--- src/sapf_pkg.sv ---
// Package for the successive-approximation converter control block.
// Assumes byte-wide registers on a plain address/strobe port.
package sapf_pkg;
    localparam int unsigned SAPF_ADDR_W = 16;
    localparam logic [15:0] SAPF_OFS_MODE = 16'hff98;
    localparam logic [15:0] SAPF_OFS_CHAN = 16'hff99;
    localparam logic [15:0] SAPF_OFS_PFM = 16'hff9a;
    localparam logic [15:0] SAPF_OFS_THR = 16'hff9b;
    localparam logic [15:0] SAPF_OFS_EMU = 16'hff9c;
    localparam logic [15:0] SAPF_OFS_RESULT = 16'hff9d;
    localparam logic [15:0] SAPF_OFS_FLAG = 16'hff9e;
    localparam logic [7:0] SAPF_RST_BYTE = 8'h00;
    localparam int unsigned SAPF_MODE_EN_BIT = 7;
    localparam int unsigned SAPF_MODE_TSEL_LSB = 3;
    localparam int unsigned SAPF_PFM_EN_BIT = 7;
    localparam int unsigned SAPF_PFM_DIR_BIT = 6;
    localparam int unsigned SAPF_EMU_EN_BIT = 0;
    localparam int unsigned SAPF_FLAG_BIT = 0;
    localparam int unsigned SAPF_NBITS = 8;
    // Conversion time in main clock periods per selection code.
    localparam logic [7:0] SAPF_T_CODE0 = 8'h90;
    localparam logic [7:0] SAPF_T_CODE1 = 8'h78;
    localparam logic [7:0] SAPF_T_CODE2 = 8'h60;
    localparam logic [7:0] SAPF_T_CODE4 = 8'h48;
    localparam logic [7:0] SAPF_T_CODE5 = 8'h3c;
    localparam logic [7:0] SAPF_T_CODE6 = 8'h30;

    typedef enum logic [1:0] {
        SAPF_IDLE = 2'b00,
        SAPF_SAMPLE = 2'b01,
        SAPF_STEP = 2'b10
    } sapf_state_t;

    typedef struct packed {
        logic [2:0] channel;
        logic [7:0] tap;
        logic sample;
    } sapf_afe_t;

    typedef struct packed {
        logic [SAPF_ADDR_W-1:0] addr;
        logic [7:0] wdata;
        logic wr;
        logic rd;
    } sapf_bus_t;
endpackage

--- src/sapf_ctrl.sv ---
// Control logic for an 8-bit successive-approximation converter with power-fail compare.
// Assumes the analog front end answers the comparator within one step interval.
// Function
// - Power-fail enable selects compare or plain mode
// - Direction bit chooses greater-equal or below interrupt
// - Threshold register read/write, reset to zero
// - Conversion starts with bit 7 mid-scale
// - Keep trial bit when input at/above tap
// - After eight bits copy result, request interrupt
// - Conversions repeat while enable bit stays set
// - Mode or channel write restarts conversion
// - Reset clears result register
// - Plain mode interrupts every conversion, continuous
// - Enable-clear write halts conversion at once
// - Channel rewrite converts new channel
// - Compare mode stores, compares, gated interrupt
// - First conversion after the enable is set gives no compare-mode interrupt
// - Coinciding read returns old result
// - Coinciding mode/channel write suppresses update
// - Channel change leaves interrupt flag alone
// - Result undefined after mode/channel write
// - Three-bit field selects conversion time
// - Compare mode register layout and reset
// - Channel register picks one of eight
//
// Implementation choice: the address-and-strobe port.
`timescale 1ns/1ps
`default_nettype none
module sapf_ctrl #(
    parameter int unsigned NBITS = 8
) (
    input wire logic clk_i,
    input wire logic rst_i,
    input wire logic ce_i,
    input wire sapf_pkg::sapf_bus_t bus_i,
    output logic [7:0] rdata_o,
    output sapf_pkg::sapf_afe_t afe_o,
    input wire logic cmp_above_i,
    output logic conversion_end_irq_o,
    output logic conversion_end_flag_o,
    output logic reference_ctrl_enable_o
);
    import sapf_pkg::*;

    logic [7:0] converter_mode_reg_r;
    logic [2:0] channel_select_reg_r;
    logic [1:0] power_fail_mode_reg_r;
    logic [7:0] power_fail_threshold_r;
    logic reference_ctrl_enable_r;
    logic [7:0] conversion_result_r;
    logic [7:0] approximation_reg_r;
    logic [7:0] approximation_reg_nxt;
    logic [7:0] trial_r;
    logic [7:0] rdata_r;
    logic [7:0] step_cnt_r;
    logic [3:0] bit_cnt_r;
    logic first_r;
    logic flag_r;
    logic irq_r;
    logic sample_r;
    sapf_state_t state_r;

    wire wr_mode = bus_i.wr && (bus_i.addr == SAPF_OFS_MODE);
    wire wr_chan = bus_i.wr && (bus_i.addr == SAPF_OFS_CHAN);
    wire wr_pfm = bus_i.wr && (bus_i.addr == SAPF_OFS_PFM);
    wire wr_thr = bus_i.wr && (bus_i.addr == SAPF_OFS_THR);
    wire wr_emu = bus_i.wr && (bus_i.addr == SAPF_OFS_EMU);
    wire wr_flag = bus_i.wr && (bus_i.addr == SAPF_OFS_FLAG);
    wire restart = wr_mode || wr_chan;
    wire conv_en = converter_mode_reg_r[SAPF_MODE_EN_BIT];
    wire pf_en = power_fail_mode_reg_r[1];
    wire pf_dir = power_fail_mode_reg_r[0];
    wire [2:0] tsel = converter_mode_reg_r[SAPF_MODE_TSEL_LSB+2:SAPF_MODE_TSEL_LSB];
    // Only a mode write can change the enable; a channel write keeps the current one.
    wire restart_run = wr_mode ? bus_i.wdata[SAPF_MODE_EN_BIT] : conv_en;

    // Total conversion time; prohibited codes fall back to the slowest setting.
    logic [7:0] conv_clocks;
    always_comb begin
        case (tsel)
            3'h1: conv_clocks = SAPF_T_CODE1;
            3'h2: conv_clocks = SAPF_T_CODE2;
            3'h4: conv_clocks = SAPF_T_CODE4;
            3'h5: conv_clocks = SAPF_T_CODE5;
            3'h6: conv_clocks = SAPF_T_CODE6;
            default: conv_clocks = SAPF_T_CODE0;
        endcase
    end

    // The time is split into NBITS+1 slots: one for sampling, one per bit.
    wire [7:0] slot_len = 8'(conv_clocks / 8'(NBITS + 1));
    wire slot_end = (step_cnt_r == slot_len - 8'h01);

    // Trial bit decision using the comparator answer of this step.
    assign approximation_reg_nxt = cmp_above_i ? approximation_reg_r
                                               : (approximation_reg_r & ~trial_r);
    wire last_bit = (bit_cnt_r == 4'(NBITS - 1));
    wire conv_done = (state_r == SAPF_STEP) && slot_end && last_bit;
    wire ge = approximation_reg_nxt >= power_fail_threshold_r;
    wire hit = pf_dir ? !ge : ge;
    // A coinciding mode/channel write wins: no update and no request.
    wire done_ok = conv_done && !restart;
    wire irq_req = done_ok && (!pf_en || (hit && !first_r));

    always_ff @(posedge clk_i) begin
        if (rst_i) begin
            converter_mode_reg_r <= SAPF_RST_BYTE;
            channel_select_reg_r <= 3'h0;
            power_fail_mode_reg_r <= 2'h0;
            power_fail_threshold_r <= SAPF_RST_BYTE;
            reference_ctrl_enable_r <= 1'b0;
        end else if (ce_i) begin
            if (wr_mode) begin
                converter_mode_reg_r <= {bus_i.wdata[SAPF_MODE_EN_BIT], 1'b0,
                    bus_i.wdata[SAPF_MODE_TSEL_LSB+2:SAPF_MODE_TSEL_LSB], 3'h0};
            end
            if (wr_chan) begin
                channel_select_reg_r <= bus_i.wdata[2:0];
            end
            if (wr_pfm) begin
                power_fail_mode_reg_r <= {bus_i.wdata[SAPF_PFM_EN_BIT],
                    bus_i.wdata[SAPF_PFM_DIR_BIT]};
            end
            if (wr_thr) begin
                power_fail_threshold_r <= bus_i.wdata;
            end
            if (wr_emu) begin
                reference_ctrl_enable_r <= bus_i.wdata[SAPF_EMU_EN_BIT];
            end
        end
    end

    // Conversion sequencer.
    always_ff @(posedge clk_i) begin
        if (rst_i) begin
            state_r <= SAPF_IDLE;
            step_cnt_r <= 8'h00;
            bit_cnt_r <= 4'h0;
            approximation_reg_r <= 8'h00;
            trial_r <= 8'h00;
            sample_r <= 1'b0;
            first_r <= 1'b1;
        end else if (ce_i) begin
            if (restart) begin
                // Abort and start over; a zero enable simply halts.
                state_r <= restart_run ? SAPF_SAMPLE : SAPF_IDLE;
                step_cnt_r <= 8'h00;
                bit_cnt_r <= 4'h0;
                approximation_reg_r <= 8'h00;
                trial_r <= 8'h00;
                sample_r <= restart_run;
                if (wr_mode && !conv_en) begin
                    first_r <= 1'b1;
                end
            end else begin
                case (state_r)
                    SAPF_IDLE: begin
                        sample_r <= 1'b0;
                        first_r <= 1'b1;
                    end
                    SAPF_SAMPLE: begin
                        step_cnt_r <= slot_end ? 8'h00 : step_cnt_r + 8'h01;
                        if (slot_end) begin
                            state_r <= SAPF_STEP;
                            sample_r <= 1'b0;
                            approximation_reg_r <= 8'h80;
                            trial_r <= 8'h80;
                            bit_cnt_r <= 4'h0;
                        end
                    end
                    SAPF_STEP: begin
                        step_cnt_r <= slot_end ? 8'h00 : step_cnt_r + 8'h01;
                        if (slot_end) begin
                            if (last_bit) begin
                                approximation_reg_r <= approximation_reg_nxt;
                                state_r <= SAPF_SAMPLE;
                                sample_r <= 1'b1;
                                first_r <= 1'b0;
                            end else begin
                                approximation_reg_r <= approximation_reg_nxt |
                                                       (trial_r >> 1);
                                trial_r <= trial_r >> 1;
                                bit_cnt_r <= bit_cnt_r + 4'h1;
                            end
                        end
                    end
                    default: state_r <= SAPF_IDLE;
                endcase
            end
        end
    end

    // Result, sticky flag and read data.
    wire rd_hit_result = bus_i.rd && (bus_i.addr == SAPF_OFS_RESULT);
    wire rd_hit_flag = bus_i.rd && (bus_i.addr == SAPF_OFS_FLAG);
    logic [7:0] rd_mux;
    always_comb begin
        case (bus_i.addr)
            SAPF_OFS_MODE: rd_mux = converter_mode_reg_r;
            SAPF_OFS_CHAN: rd_mux = {5'h00, channel_select_reg_r};
            SAPF_OFS_PFM: rd_mux = {power_fail_mode_reg_r, 6'h00};
            SAPF_OFS_THR: rd_mux = power_fail_threshold_r;
            SAPF_OFS_RESULT: rd_mux = conversion_result_r;
            SAPF_OFS_FLAG: rd_mux = {7'h00, flag_r};
            default: rd_mux = 8'h00;
        endcase
    end

    always_ff @(posedge clk_i) begin
        if (rst_i) begin
            conversion_result_r <= SAPF_RST_BYTE;
            flag_r <= 1'b0;
            irq_r <= 1'b0;
            rdata_r <= 8'h00;
        end else if (ce_i) begin
            // The read samples the old value; the new result lands on the same edge.
            rdata_r <= bus_i.rd ? rd_mux : 8'h00;
            if (done_ok) begin
                conversion_result_r <= approximation_reg_nxt;
            end
            irq_r <= irq_req;
            // Set wins over clear; channel writes never touch the flag.
            if (irq_req) begin
                flag_r <= 1'b1;
            end else if (wr_flag && !bus_i.wdata[SAPF_FLAG_BIT]) begin
                flag_r <= 1'b0;
            end
        end
    end

    assign rdata_o = rdata_r;
    assign conversion_end_irq_o = irq_r;
    assign conversion_end_flag_o = flag_r;
    assign reference_ctrl_enable_o = reference_ctrl_enable_r;
    assign afe_o.channel = channel_select_reg_r;
    assign afe_o.tap = approximation_reg_r;
    assign afe_o.sample = sample_r;
endmodule
`default_nettype wire

--- config.mk ---
export PLATFORM = sky130hd
export DESIGN_NAME = sapf_ctrl
export DESIGN_NICKNAME = d
export VERILOG_FILES = /design/src/sapf_pkg.sv /design/src/sapf_ctrl.sv
export SDC_FILE = /design/constraint.sdc
export NUM_CORES = 1
export LEC_CHECK = 0
export ABC_AREA = 0
export ABC_CLOCK_PERIOD_IN_PS = 4800
export BUFFER_PORTS_ARGS = -buffer_cell sky130_fd_sc_hd__buf_2
export CAP_MARGIN = 0
export CORE_MARGIN = 10
export CORE_UTILIZATION = 53
export CTS_CLUSTER_DIAMETER = 50
export DETAILED_ROUTE_END_ITERATION = 10
export HOLD_SLACK_MARGIN = 0.1
export PLACE_DENSITY_LB_ADDON = 0.08
export REMOVE_ABC_BUFFERS = 1
export SKIP_LAST_GASP = 1
export SLEW_MARGIN = 20
export SYNTH_ARGS = -nofsm -noshare
export SYNTH_HDL_FRONTEND = slang
export SYNTH_SLANG_ARGS = --single-unit
export TNS_END_PERCENT = 30
--- constraint.sdc ---
create_clock -name clk_i -period 4.8 [get_ports clk_i]
set_input_delay 0.24 -clock clk_i [delete_from_list [all_inputs] [get_ports clk_i]]
set_output_delay 0.24 -clock clk_i [all_outputs]
set_load 0.03 [all_outputs]
==> flow_metrics.tcl <==
set metrics [dict create \
    power.switching_w 0.000264 \
    cap_violations 0 \
    grt_pass1_vias 3775 \
    critical_path_arrival_ns 4.82 \
    clk_pin_slew_ns 0.08 \
    port_buffers 52 \
    worst-endpoint-required_ns 5.05 \
    grt_pass1_wl_mm 18.2 \
    drcViolationCount 0 \
    overflow 0 \
    setup_tns_ns 0 \
    drt_wl_total_mm 11.4 \
    fp.dieW_um 109 \
    drive_above_1_share_pct 21.1 \
    synth_area_per_cell_um2 8.42 \
    netlist-cell-type-count 75 \
    synth_cells 495 \
    die_area_um2 11800 \
    drt_iter0_markers 269 \
    nets 597 \
    dr.pass1.iters 5 \
    h-tree-depth 3 \
    synth_area_um2 4170 \
    pwr-share-comb_pct 3.9 \
    finalCritPeriodShare_pct 95.3 \
    status "finished clean" \
    synth-seq-cells 68 \
    cp-end-kind "flip-flop" \
    wl_per_cell_um 17.5 \
    ys.warnings.count 0 \
    power_switching_share_pct 22.2 \
    drtAntennaViolNets 0 \
    critical_path_class "flip-flop to flip-flop" \
    viasPerCell 6.12 \
    fin_util_pct 63.0 \
    worstSkewPairLatency_ns 0.35 \
    start_kind "flip-flop" \
    clkPwrFrac_pct 48.5 \
    clockBufferDepth 2 \
    min_period_ns 4.58 \
    n_antenna_cell 0 \
    total_leakage_power_nw 2.03 \
    cp_max_fo 10 \
    post-place-ws_ns -0.0559 \
    ys_seq_area_share_pct 32.7 \
    fp.dieH_um 109 \
    power.internal_w 0.000922 \
    gp_congestion 0.873 \
    layout_setup_ws_ns 0.224 \
    std_cell_rows 32 \
    detailed_place_hpwl_mm 8.35 \
    vdd_drop_max_mv 0.192 \
    async_reset_ff_share_pct 0 \
    synth_edf_count 0 \
    tightestPinTransition_ns 1.03 \
    area_growth_pct 16.2 \
    cts_inserted_buffers 9 \
    cts.sink_count 68 \
    holdBufCountCts 0 \
    timing.fmax_mhz 219 \
    pin_count 53 \
    p_seq_share_pct 47.5 \
    hold_viol_final 0 \
    slew_headroom_pct 31.1 \
    finClkSkew_ns 0.0121 \
    antenna_found_initial 0 \
    ys.flop_type "dfxtp_1" \
    vias 3996 \
    core_area_um2 7690 \
    finalSetupViolCount 0 \
    finalMaxSlewViolations 0 \
    powerDensity_nw_per_um2 245 \
    grt_max_degree 51 \
    start_util_pct 54.2 \
    cts-root-buf "clkbuf_8" \
    grt_use_total_pct 19.1 \
    holdCritPathClass "primary input to flip-flop" \
    power.total_w 0.00119 \
    cts_tree "built" \
]
-- synth_stat cells (all sizes together), types with 8 or more instances --
master | instances | area (um^2)
nor2b | 10 | 62.6
nand2 | 43 | 161
inv | 24 | 90.1
o21ai | 18 | 93.8
a211o | 8 | 72.6
buf | 9 | 73.8
nor2 | 58 | 223
nand3 | 11 | 55.1
ha | 20 | 250
clkbuf | 17 | 63.8
nor3 | 12 | 71.3
dfxtp | 68 | 1360
mux2i | 17 | 170
a21oi | 35 | 183
a22o | 8 | 70.1
a21boi | 8 | 60.1
-- registers in the layout, indices dropped and copies added (netlist names), 3 cells and up --
name                    flops
approximation_reg_r         8
conversion_result_r         8
power_fail_threshold_r      8
rdata_o                     8
step_cnt_r                  8
trial_r                     8
bit_cnt_r                   4
converter_mode_reg_r        4
channel_select_reg_r        3
-- cells by family (layout without fill, tap and decap cells) --
group                    Yosys count  in the layout  synth area share [%]
AO/OA/AOI/OAI                    143            143                  26.6
buffers and inverters             50            105                  5.46
multiplexers                      19             19                  4.71
AND/OR/NAND/NOR                  185            186                  22.5
flip-flops                        68             68                  32.7
XOR/XNOR                          10             10                  2.10
adder cells (fa/ha/maj)           20             20                  6.00
-- what timing repair did --
item / CTS / global route
resized for setup: 0 / 13
endpoints found under the setup margin: 15 / 42
pin swaps: 1 / 4
cloned: 1 / 0
endpoints found under the hold margin: 0 / 0
buffers inserted: 0 / 3
-- cell type report --
type,instances,area [um^2]
clock buffers,9,124
clock inverters,6,114
fillers,689,2850
inverters,24,90.1
multi-input cells,378,2660
flip-flops and latches,68,1370
well taps,102,128
repair buffers,66,365
-- worst paths after layout --
path | cells after the start | slack, ns | end | from
max | 18 | 0.22 | bit_cnt_r[0] | converter_mode_reg_r[3]
min | 3 | 0.13 | channel_select_reg_r[1] | bus_i[3]
max reg2reg | 18 | 0.22 | bit_cnt_r[0] | converter_mode_reg_r[3]
min reg2reg | 2 | 0.46 | power_fail_mode_reg_r[1] | power_fail_mode_reg_r[1]
-- metal layers --
metal	part of all wire [%]	global-route usage (%)	up-vias	routed length, um
met5	0	0	-	0
met1	42	22.8	1920	4800
li1	-	-	1925	-
met3	4.3	3.60	37	494
met4	2.6	8.29	0	302
met2	51	32.9	114	5820
-- power groups by stage --
stage	sequential (W)	combinational [W]	clock [W]
finish	0.000564	0.0000467	0.000575
detailed placement	0.000578	0.0000452	0
floorplan	0.000578	0.0000137	0
CTS	0.000564	0.0000455	0.000582
global placement	0.000578	0.0000449	0
global route	0.000564	0.0000507	0.000605
-- placed cells by master (no fill, tap or decap), types with 4 or more instances in the layout --
cell | netlist | routed
a222oi_1 | 6 | 6
inv_1 | 22 | 22
and3_1 | 4 | 4
o21ai_0 | 13 | 13
buf_4 | 4 | 14
xor2_1 | 7 | 7
a21oi_1 | 33 | 33
a22o_1 | 8 | 8
o211a_1 | 7 | 7
and2_1 | 5 | 5
a21o_1 | 6 | 6
nand3b_1 | 7 | 7
nor3_1 | 11 | 10
nand3_1 | 11 | 11
o21ai_1 | 4 | 4
nand4_1 | 6 | 6
a21boi_0 | 8 | 7
nor4_1 | 6 | 4
a211o_1 | 6 | 6
ha_1 | 20 | 20
nor2_1 | 56 | 55
mux2i_1 | 17 | 17
buf_2 | 2 | 52
dfxtp_1 | 68 | 67
nand2_1 | 43 | 43
clkbuf_8 | 0 | 9
nor2b_1 | 10 | 10
or4_1 | 4 | 4
-- per-stage QoR --
step / area (um^2) / hold WS (ns) / std cells
floorplan: 4030 / 0.309 / 469
global placement: 4510 / 0.442 / 634
detailed placement: 4510 / 0.451 / 634
CTS: 4750 / 0.130 / 650
global route: 4840 / 0.152 / 653
finish: 4840 / 0.134 / 653
-- critical path, stage by stage (launching register included) --
cell,delay [ns]
dfxtp_4,0.41
inv_1,0.07
ha_1,0.37
nand2_1,0.11
a211oi_2,0.25
nor3_2,0.10
ha_1,0.23
a41o_1,0.29
a31oi_2,0.19
nand2_1,0.12
xnor2_1,0.17
ha_1,0.31
a21oi_1,0.06
o41ai_2,0.37
a311oi_1,0.15
a31o_2,0.33
nor3_4,0.36
a311oi_4,0.23
mux2_4,0.32
Power figures use the tool's default switching activity.
